[config.mk]
export PLATFORM = sky130hd
export DESIGN_NAME = qmc_nco_phase_shadow_load
export DESIGN_NICKNAME = d
export VERILOG_FILES = /design/src/rtl/qmc_nco_pkg.sv /design/src/rtl/qmc_nco_phase_shadow_load.sv
export SDC_FILE = /design/constraint.sdc
export NUM_CORES = 2
export LEC_CHECK = 0
export ABC_AREA = 1
export BUFFER_PORTS_ARGS = -buffer_cell sky130_fd_sc_hd__buf_4
export CORE_MARGIN = 2
export CORE_UTILIZATION = 55
export CTS_BUF_LIST = sky130_fd_sc_hd__clkbuf_4
export CTS_CLUSTER_SIZE = 24
export DETAILED_ROUTE_END_ITERATION = 6
export PLACE_DENSITY = 0.73
export SLEW_MARGIN = 20
export SYNTH_ARGS = -nofsm -noshare
export SYNTH_HDL_FRONTEND = slang
export SYNTH_SLANG_ARGS = --single-unit
[constraint.sdc]
create_clock -name clock -period 14.33 [get_ports clock]
set_input_delay 1.433 -clock clock [delete_from_list [all_inputs] [get_ports clock]]
set_output_delay 1.433 -clock clock [all_outputs]
set_load 0.05 [all_outputs]
[src/rtl/qmc_nco_pkg.sv]
// package: register map, field layout, reset values and carriers for the phase shadow bank
package qmc_nco_pkg;
   localparam int ADDR_W = 8;
   localparam int DATA_W = 16;
   localparam int SAMPLE_W = 16;
   localparam int PHASE_W = 12;
   localparam int GAIN_W = 11;
   localparam int FREQ_W = 32;
   localparam int SHIFT_W = 16;
   localparam int MIXERS = 2;
   localparam int MIX_AB = 0;
   localparam int MIX_CD = 1;

   localparam logic [ADDR_W-1:0] GAIN_C_OFFSET = 8'h0E;
   localparam logic [ADDR_W-1:0] GAIN_D_OFFSET = 8'h0F;
   localparam logic [ADDR_W-1:0] CD_PHASE_OFFSET = 8'h11;
   localparam logic [ADDR_W-1:0] AB_SHIFT_OFFSET = 8'h12;
   localparam logic [ADDR_W-1:0] CD_SHIFT_OFFSET = 8'h13;
   localparam logic [ADDR_W-1:0] AB_FREQ_LO_OFFSET = 8'h14;
   localparam logic [ADDR_W-1:0] AB_FREQ_HI_OFFSET = 8'h15;
   localparam logic [ADDR_W-1:0] CD_FREQ_LO_OFFSET = 8'h16;
   localparam logic [ADDR_W-1:0] CD_FREQ_HI_OFFSET = 8'h17;
   localparam logic [ADDR_W-1:0] SYNC_CTRL_OFFSET = 8'h1E;
   localparam logic [ADDR_W-1:0] SYNC_STAT_OFFSET = 8'h1F;

   // field positions
   localparam int DELAY_AB_LSB = 14;
   localparam int DELAY_CD_LSB = 12;
   localparam int QMC_SYNC_BIT = 0;
   localparam int MIX_SYNC_BIT = 1;
   localparam int PEND_QMC_BIT = 0;
   localparam int PEND_AB_BIT = 1;
   localparam int PEND_CD_BIT = 2;
   // binary point positions of the gain and phase words
   localparam int GAIN_FRAC = 10;
   localparam int PHASE_FRAC = 12;

   localparam logic [GAIN_W-1:0] GAIN_RESET = 11'h400;
   localparam logic [PHASE_W-1:0] PHASE_RESET = 12'h000;
   localparam logic [SHIFT_W-1:0] SHIFT_RESET = 16'h0000;
   localparam logic [FREQ_W-1:0] FREQ_RESET = 32'h0000_0000;
   localparam logic [1:0] SYNC_CTRL_RESET = 2'h3;

   typedef struct packed {
      logic [1:0] delayAB;
      logic [1:0] delayCD;
      logic [GAIN_W-1:0] gainC;
      logic [GAIN_W-1:0] gainD;
      logic [PHASE_W-1:0] cd_pair_phase_correction;
   } qmc_t;

   typedef struct packed {
      logic [FREQ_W-1:0] frequencyWord;
      logic [SHIFT_W-1:0] phaseShift;
   } mixer_t;

   localparam qmc_t QMC_RESET = '{2'h0, 2'h0, GAIN_RESET, GAIN_RESET, PHASE_RESET};
   localparam mixer_t MIXER_RESET = '{FREQ_RESET, SHIFT_RESET};
endpackage

[src/rtl/qmc_nco_phase_shadow_load.sv]
// staged/active CD quadrature correction and AB/CD fine mixer phase settings with auto-sync
// How it works
// - CD phase correction is 12-bit two's complement, weight one part in 4096.
// - correction times D sample is added into the C sample.
// - CD phase write with QMC auto-sync loads both gains and phase together.
// - CD gain and delay writes only stage; active correction waits for sync.
// - AB phase shift adds to upper 16 AB accumulator bits for lookup.
// - CD phase shift adds to upper 16 CD accumulator bits for lookup.
// - AB shift write with mixer auto-sync loads shift and AB frequency word.
// - AB frequency word writes only stage until the AB shift sync.
// - CD shift write with mixer auto-sync loads shift and CD frequency word.
// - CD frequency word writes only stage until the CD shift sync.
// - phase correction and both phase shifts reset to zero.
// - frequency word is 32-bit two's complement, one step is Fs over 2^32.
`timescale 1ns/1ps
`default_nettype none
module qmc_nco_phase_shadow_load
   import qmc_nco_pkg::*;
(
   input wire logic clock,
   input wire logic nrst,
   input wire logic ce,
   input wire logic [ADDR_W-1:0] addr,
   input wire logic [DATA_W-1:0] wdata,
   input wire logic wr,
   input wire logic rd,
   output logic [DATA_W-1:0] rdata,
   input wire logic syncIn,
   input wire logic signed [SAMPLE_W-1:0] sampleC,
   input wire logic signed [SAMPLE_W-1:0] sampleD,
   output logic signed [SAMPLE_W-1:0] correctedC,
   output logic signed [SAMPLE_W-1:0] correctedD,
   output logic [SHIFT_W-1:0] abLookupAddr,
   output logic [SHIFT_W-1:0] cdLookupAddr,
   output qmc_t qmcActive,
   output mixer_t [MIXERS-1:0] mixActive
);

   ////////////////////////////////////////////////////////////////////////////////
   // reset release
   logic rstMeta;
   logic rstN;

   always_ff @(posedge clock or negedge nrst) begin
      if (!nrst) begin
         rstMeta <= 1'b0;
         rstN <= 1'b0;
      end else begin
         rstMeta <= 1'b1;
         rstN <= rstMeta;
      end
   end

   ////////////////////////////////////////////////////////////////////////////////
   // helpers
   function automatic logic signed [SAMPLE_W-1:0] sat16(input logic signed [SAMPLE_W+2:0] v);
      logic signed [SAMPLE_W+2:0] hi;
      logic signed [SAMPLE_W+2:0] lo;
      hi = (SAMPLE_W+3)'(signed'({1'b0, {(SAMPLE_W-1){1'b1}}}));
      lo = -hi - (SAMPLE_W+3)'(1);
      if (v > hi) begin
         return hi[SAMPLE_W-1:0];
      end else if (v < lo) begin
         return lo[SAMPLE_W-1:0];
      end
      return v[SAMPLE_W-1:0];
   endfunction

   // register read decode, used for the read path
   function automatic logic [DATA_W-1:0] readMux(
      input logic [ADDR_W-1:0] a,
      input qmc_t q,
      input mixer_t [MIXERS-1:0] m,
      input logic [1:0] ctl,
      input logic [2:0] pend
   );
      logic [DATA_W-1:0] r;
      r = '0;
      unique case (a)
         GAIN_C_OFFSET: r[GAIN_W-1:0] = q.gainC;
         GAIN_D_OFFSET: begin
            r[GAIN_W-1:0] = q.gainD;
            r[DELAY_AB_LSB+:2] = q.delayAB;
            r[DELAY_CD_LSB+:2] = q.delayCD;
         end
         // upper reserved bits read zero
         CD_PHASE_OFFSET: r[PHASE_W-1:0] = q.cd_pair_phase_correction;
         AB_SHIFT_OFFSET: r = m[MIX_AB].phaseShift;
         CD_SHIFT_OFFSET: r = m[MIX_CD].phaseShift;
         AB_FREQ_LO_OFFSET: r = m[MIX_AB].frequencyWord[DATA_W-1:0];
         AB_FREQ_HI_OFFSET: r = m[MIX_AB].frequencyWord[FREQ_W-1:DATA_W];
         CD_FREQ_LO_OFFSET: r = m[MIX_CD].frequencyWord[DATA_W-1:0];
         CD_FREQ_HI_OFFSET: r = m[MIX_CD].frequencyWord[FREQ_W-1:DATA_W];
         SYNC_CTRL_OFFSET: r[1:0] = ctl;
         SYNC_STAT_OFFSET: r[2:0] = pend;
         default: r = '0;
      endcase
      return r;
   endfunction

   ////////////////////////////////////////////////////////////////////////////////
   // register bank: staged values, active values, auto-sync
   qmc_t qmcStage;
   qmc_t next_qmcStage;
   qmc_t next_qmcActive;
   mixer_t [MIXERS-1:0] mixStage;
   mixer_t [MIXERS-1:0] next_mixStage;
   mixer_t [MIXERS-1:0] next_mixActive;
   logic [1:0] syncCtrl;
   logic [1:0] next_syncCtrl;
   logic [2:0] pending;
   logic [2:0] next_pending;
   logic [DATA_W-1:0] next_rdata;
   logic qmcLoad;
   logic [MIXERS-1:0] mixLoad;
   logic [2:0] stageHit;

   always_comb begin
      next_qmcStage = qmcStage;
      next_mixStage = mixStage;
      next_qmcActive = qmcActive;
      next_mixActive = mixActive;
      next_syncCtrl = syncCtrl;
      qmcLoad = syncIn;
      mixLoad = {MIXERS{syncIn}};
      stageHit = 3'h0;
      if (wr) begin
         unique case (addr)
            GAIN_C_OFFSET: begin
               next_qmcStage.gainC = wdata[GAIN_W-1:0];
               stageHit[PEND_QMC_BIT] = 1'b1;
            end
            GAIN_D_OFFSET: begin
               next_qmcStage.gainD = wdata[GAIN_W-1:0];
               next_qmcStage.delayAB = wdata[DELAY_AB_LSB+:2];
               next_qmcStage.delayCD = wdata[DELAY_CD_LSB+:2];
               stageHit[PEND_QMC_BIT] = 1'b1;
            end
            CD_PHASE_OFFSET: begin
               next_qmcStage.cd_pair_phase_correction = wdata[PHASE_W-1:0];
               stageHit[PEND_QMC_BIT] = 1'b1;
               if (syncCtrl[QMC_SYNC_BIT]) begin
                  qmcLoad = 1'b1;
               end
            end
            AB_SHIFT_OFFSET: begin
               next_mixStage[MIX_AB].phaseShift = wdata;
               stageHit[PEND_AB_BIT] = 1'b1;
               if (syncCtrl[MIX_SYNC_BIT]) begin
                  mixLoad[MIX_AB] = 1'b1;
               end
            end
            CD_SHIFT_OFFSET: begin
               next_mixStage[MIX_CD].phaseShift = wdata;
               stageHit[PEND_CD_BIT] = 1'b1;
               if (syncCtrl[MIX_SYNC_BIT]) begin
                  mixLoad[MIX_CD] = 1'b1;
               end
            end
            AB_FREQ_LO_OFFSET: begin
               next_mixStage[MIX_AB].frequencyWord[DATA_W-1:0] = wdata;
               stageHit[PEND_AB_BIT] = 1'b1;
            end
            AB_FREQ_HI_OFFSET: begin
               next_mixStage[MIX_AB].frequencyWord[FREQ_W-1:DATA_W] = wdata;
               stageHit[PEND_AB_BIT] = 1'b1;
            end
            CD_FREQ_LO_OFFSET: begin
               next_mixStage[MIX_CD].frequencyWord[DATA_W-1:0] = wdata;
               stageHit[PEND_CD_BIT] = 1'b1;
            end
            CD_FREQ_HI_OFFSET: begin
               next_mixStage[MIX_CD].frequencyWord[FREQ_W-1:DATA_W] = wdata;
               stageHit[PEND_CD_BIT] = 1'b1;
            end
            SYNC_CTRL_OFFSET: next_syncCtrl = wdata[1:0];
            default: begin
            end
         endcase
      end
      // the load takes the value written in the same cycle, so the final write counts
      if (qmcLoad) begin
         next_qmcActive = next_qmcStage;
      end
      for (int i = 0; i < MIXERS; i++) begin
         if (mixLoad[i]) begin
            next_mixActive[i] = next_mixStage[i];
         end
      end
      // pending shows staged data not yet active; a clear by load is overridden by no write
      next_pending = pending;
      if (qmcLoad) begin
         next_pending[PEND_QMC_BIT] = 1'b0;
      end else if (stageHit[PEND_QMC_BIT]) begin
         next_pending[PEND_QMC_BIT] = 1'b1;
      end
      if (mixLoad[MIX_AB]) begin
         next_pending[PEND_AB_BIT] = 1'b0;
      end else if (stageHit[PEND_AB_BIT]) begin
         next_pending[PEND_AB_BIT] = 1'b1;
      end
      if (mixLoad[MIX_CD]) begin
         next_pending[PEND_CD_BIT] = 1'b0;
      end else if (stageHit[PEND_CD_BIT]) begin
         next_pending[PEND_CD_BIT] = 1'b1;
      end
      next_rdata = rd ? readMux(addr, qmcStage, mixStage, syncCtrl, pending) : '0;
   end

   always_ff @(posedge clock or negedge rstN) begin
      if (!rstN) begin
         qmcStage <= QMC_RESET;
         qmcActive <= QMC_RESET;
         mixStage <= {MIXERS{MIXER_RESET}};
         mixActive <= {MIXERS{MIXER_RESET}};
         syncCtrl <= SYNC_CTRL_RESET;
         pending <= 3'h0;
         rdata <= '0;
      end else if (ce) begin
         qmcStage <= next_qmcStage;
         qmcActive <= next_qmcActive;
         mixStage <= next_mixStage;
         mixActive <= next_mixActive;
         syncCtrl <= next_syncCtrl;
         pending <= next_pending;
         rdata <= next_rdata;
      end
   end

   ////////////////////////////////////////////////////////////////////////////////
   // CD quadrature correction datapath
   logic signed [SAMPLE_W+2:0] gainedC;
   logic signed [SAMPLE_W+2:0] gainedD;
   logic signed [SAMPLE_W+2:0] crossTerm;
   logic signed [SAMPLE_W+2:0] sumC;
   logic signed [SAMPLE_W-1:0] next_correctedC;
   logic signed [SAMPLE_W-1:0] next_correctedD;
   logic signed [SAMPLE_W+GAIN_W:0] prodC;
   logic signed [SAMPLE_W+GAIN_W:0] prodD;
   logic signed [SAMPLE_W+PHASE_W-1:0] prodX;

   always_comb begin
      // gain is unsigned with the binary point above bit 9
      prodC = sampleC * $signed({1'b0, qmcActive.gainC});
      prodD = sampleD * $signed({1'b0, qmcActive.gainD});
      gainedC = (SAMPLE_W+3)'(prodC >>> GAIN_FRAC);
      gainedD = (SAMPLE_W+3)'(prodD >>> GAIN_FRAC);
      prodX = sampleD * $signed(qmcActive.cd_pair_phase_correction);
      crossTerm = (SAMPLE_W+3)'(prodX >>> PHASE_FRAC);
      sumC = gainedC + crossTerm;
      // saturate rather than wrap so large corrections clip instead of folding over
      next_correctedC = sat16(sumC);
      next_correctedD = sat16(gainedD);
   end

   always_ff @(posedge clock or negedge rstN) begin
      if (!rstN) begin
         correctedC <= '0;
         correctedD <= '0;
      end else if (ce) begin
         correctedC <= next_correctedC;
         correctedD <= next_correctedD;
      end
   end

   ////////////////////////////////////////////////////////////////////////////////
   // fine mixer phase accumulators and lookup address
   logic [FREQ_W-1:0] acc [MIXERS];
   logic [FREQ_W-1:0] next_acc [MIXERS];
   logic [SHIFT_W-1:0] lookup [MIXERS];
   logic [SHIFT_W-1:0] next_lookup [MIXERS];

   generate
      for (genvar g = 0; g < MIXERS; g++) begin : gen_mixer
         always_comb begin
            // wraps modulo 2^32, so one step is Fs/2^32 and negative words run backwards
            next_acc[g] = acc[g] + mixActive[g].frequencyWord;
            next_lookup[g] = acc[g][FREQ_W-1:FREQ_W-SHIFT_W] + mixActive[g].phaseShift;
         end

         always_ff @(posedge clock or negedge rstN) begin
            if (!rstN) begin
               acc[g] <= FREQ_RESET;
               lookup[g] <= SHIFT_RESET;
            end else if (ce) begin
               acc[g] <= next_acc[g];
               lookup[g] <= next_lookup[g];
            end
         end
      end
   endgenerate

   assign abLookupAddr = lookup[MIX_AB];
   assign cdLookupAddr = lookup[MIX_CD];

endmodule
`default_nettype wire

==> impl_results.md <==
* Launching element type of the critical path: flip-flop
* Drc violations at 0
* Status: finished clean
* Resize count post-CTS at 0
* Total number of vias at a little under 40k
* Worst path max stage delay at 0.97 ns
* Commonest non-fill, non-tap cell in the layout: nand2_1
* Cells after synthesis at 5,951
* Worst reg2reg startpoint: qmcActive[3]
* R2r worst-path depth at 31
* Hold/Removal Path Class: flip-flop to asynchronous set/reset pin
* Yosys warnings at 0
* Fin crit share at 54.0%
* WP data arrival at between 8 and 9 ns
* Setup slack, reg-to-reg at 6.60 ns
* Total CTS buffers at 114
* Ys async rst share at 100%
* # fillers at 7,422
* Setup crit end kind: flip-flop
* First-pass GRT wire length at just over 200,000 um
* CTS Buffer Depth at 3
* Critical-path top delay cell: dfrtp_1
* Worst-path fanout max at 19
* Clk pin slew, worst setup/hold paths at about 0.070 ns
* RSZ-0062 raised after global routing: false
* Post-detailed-route wirelength per cell at 17.8 um
* Largest net degree at the start of global routing at 169
* PD cells at 237 nW/um2
* Synthesized area per cell at 7.53 um2
* DP Wirelength at 99,400 um
* Final setup margin at 6.60 ns
* Cell mode on critical path: nand2_1
* Synthesis-stage register bit count at 419
* Std cell rows at 104
* CTS tree: yes
* Maximum clock rate at 129 MHz
* Synth Net Count at 6,796
* Ports at between 200 and 300
* Vias in the first global route at 38.8k
* Vert. Die Dim at 289 um
* Area Growth Syn to Fin at 8.84%
* Dpl cells at 7,059
* Worst R2R End: correctedC[2]
* IO Port Bufs at 275
* Post-CTS Hold Fix Bufs at 0
* CTS H-tree lvls at 3
* Most frequent cells in the layout: 1,906 x nand2_1, 1,171 x inv_1, 501 x fa_1, 412 x dfrtp_1, 349 x o21ai_0
* Initial antenna violation count at 9
* Hold WS at 0.260 ns
* Critical Path RT at 15.09 ns
* Final Skew at 0.0618 ns
* Sequential area share after synthesis at 23.4%
* Synth Cell Area at roughly 45,000 um2
* Maxcap violations at 0
* IR drop worst, VDD at between 0.4 and 0.5 mV
* Layout cells sized above 1 at 9.51%
* Slew @ Worst Pin at 1.10 ns
* DR iter-0 viols at 3,429
* Grt ovf at 0
* Clock sink total at about 420
* Max Slew Vio Count at 0
* Total track usage at 31.4%
* Min Tclk post-route at around 7.7 ns
* Main flop type after synthesis: dfrtp_1
* FF/Latch Area at about 10,000 um2
* Initial core utilization at 55.6%
* Setup_tns at 0 ns
* Final hold violations at 0
* Power, Total at roughly 12 mW
* Gpl congestion at 0.943
* Final count of negative-setup-slack endpoints at 0
* EDFF count, synth at 0
* Worst skew pair latency at 0.95 ns
* Post-CTS Setup Repair Bufs at 0
* Synth cell types at 61
* Worst slew margin at 26.2%
* Crit Path Category: flip-flop to flip-flop
* Leakage power at 26.9 nW
* DRT antenna net count at 0
* DR pass1 iterations at 7
* Die area at 83,700 um2
* Die width at 289 um
* Total Routed Length at between 100,000 and 150,000 um
* Layout Cells excl Fill at slightly above 7k
* Multi-input gate area at 28,800 um2
* Core Area at 80,500 um2
* Vias per cell at 5.37
* Final nets at 6,960
* Root buffer cell: clkbuf_4
* Pre-CTS setup slack at about 6 ns
kinds of logic after synthesis:
family / after synthesis / share of synthesized area (%)
flops: 419 / 23.4
compound gates: 785 / 9.87
buf+inv: 1426 / 12.3
xor+xnor: 121 / 2.41
fa+ha+maj: 783 / 30.3
other cells: 1 / 0.00837
simple gates: 2416 / 21.8
synth_stat cells (5+ instances only):
master | number | area share [%]
nand2_1 | 1906 | 16
inv_1 | 1171 | 9.8
fa_1 | 501 | 22
dfrtp_1 | 413 | 23
o21ai_0 | 349 | 3.9
ha_1 | 282 | 7.9
nor2_1 | 210 | 1.8
a21oi_1 | 190 | 2.1
clkbuf_1 | 181 | 1.5
nand3_1 | 129 | 1.4
xnor2_1 | 62 | 1.2
xor2_1 | 58 | 1.1
o22ai_1 | 45 | 0.63
nand4_1 | 41 | 0.57
o21ai_1 | 40 | 0.45
a31oi_1 | 34 | 0.47
buf_2 | 33 | 0.37
nor3_1 | 30 | 0.34
nand2_2 | 26 | 0.36
a21oi_2 | 23 | 0.45
o21bai_1 | 19 | 0.32
or2_2 | 19 | 0.27
a21o_1 | 16 | 0.27
nor4_1 | 15 | 0.21
o211ai_1 | 15 | 0.25
a21boi_0 | 13 | 0.22
buf_1 | 13 | 0.11
a221oi_1 | 11 | 0.22
inv_2 | 9 | 0.075
buf_6 | 8 | 0.20
buf_4 | 7 | 0.12
dfstp_2 | 6 | 0.35
nand3_2 | 6 | 0.13
nand3b_1 | 6 | 0.10
o21a_1 | 6 | 0.10
o31ai_1 | 5 | 0.084
metrics by stage:
step / utilization (%) / cell area, um2
6_report: 60.5 / 48800
5_1_grt: 60.5 / 48700
4_1_cts: 60.5 / 48700
3_5_place_dp: 58.7 / 47300
3_3_place_gp: 58.7 / 47300
2_1_floorplan: - / 44800
worst max path at each step:
stage,start,end,slack [ns],cells after the start
final,qmcActive[3],correctedC[2],6.60,31
after global routing,qmcActive[3],correctedC[2],6.05,24
after CTS,qmcActive[3],correctedC[2],6.64,31
after detailed placement,sampleD[15],correctedC[2],6.00,27
after global placement,sampleD[15],correctedC[3],6.16,27
after floorplan,rstN,abLookupAddr[0],1.80,0
sequential cells by signal, indices dropped and copies added, names as in the netlist:
name / count
abLookupAddr: 16
acc: 64
cdLookupAddr: 16
correctedC: 16
correctedD: 16
mixActive: 96
mixStage: 96
pending: 3
qmcActive: 38
qmcStage: 38
rdata: 16
rstMeta: 1
rstN: 1
syncCtrl: 2
layer usage:
metal / track usage [%] / part of all wire [%]
met2: 48.3 / 45
met3: 6.20 / 8.1
met1: 45.4 / 44
met4: 8.40 / 2.4
met5: 0 / 0.044
critical path, delay by kind of cell (launching register included):
family | cells | cell delay [ns]
flip-flops | 1 | 0.97
AO/OA/AOI/OAI | 7 | 1.67
adder cells (fa/ha/maj) | 7 | 3.11
buffers and inverters | 3 | 0.14
AND/OR/NAND/NOR | 14 | 1.61
layout make-up:
cell class	instances	area share (%)
multi-input cells	4106	59.1
flip-flops and latches	419	21.5
clock inverters	47	0.539
well taps	1060	2.72
clock buffers	159	2.45
repair buffers	292	4.54
inverters	1182	9.11
diodes	6	0.0308
where the power goes:
part	switching (mW)	internal, mW	total [mW]	leakage (nW)
Clock	0.551	0.551	1.10	0.870
Combinational	5.56	3.04	8.61	20.6
Sequential	0.336	1.50	1.83	5.38
Total	6.45	5.09	11.5	26.9
No activity file was read; power rests on OpenSTA's default activity.
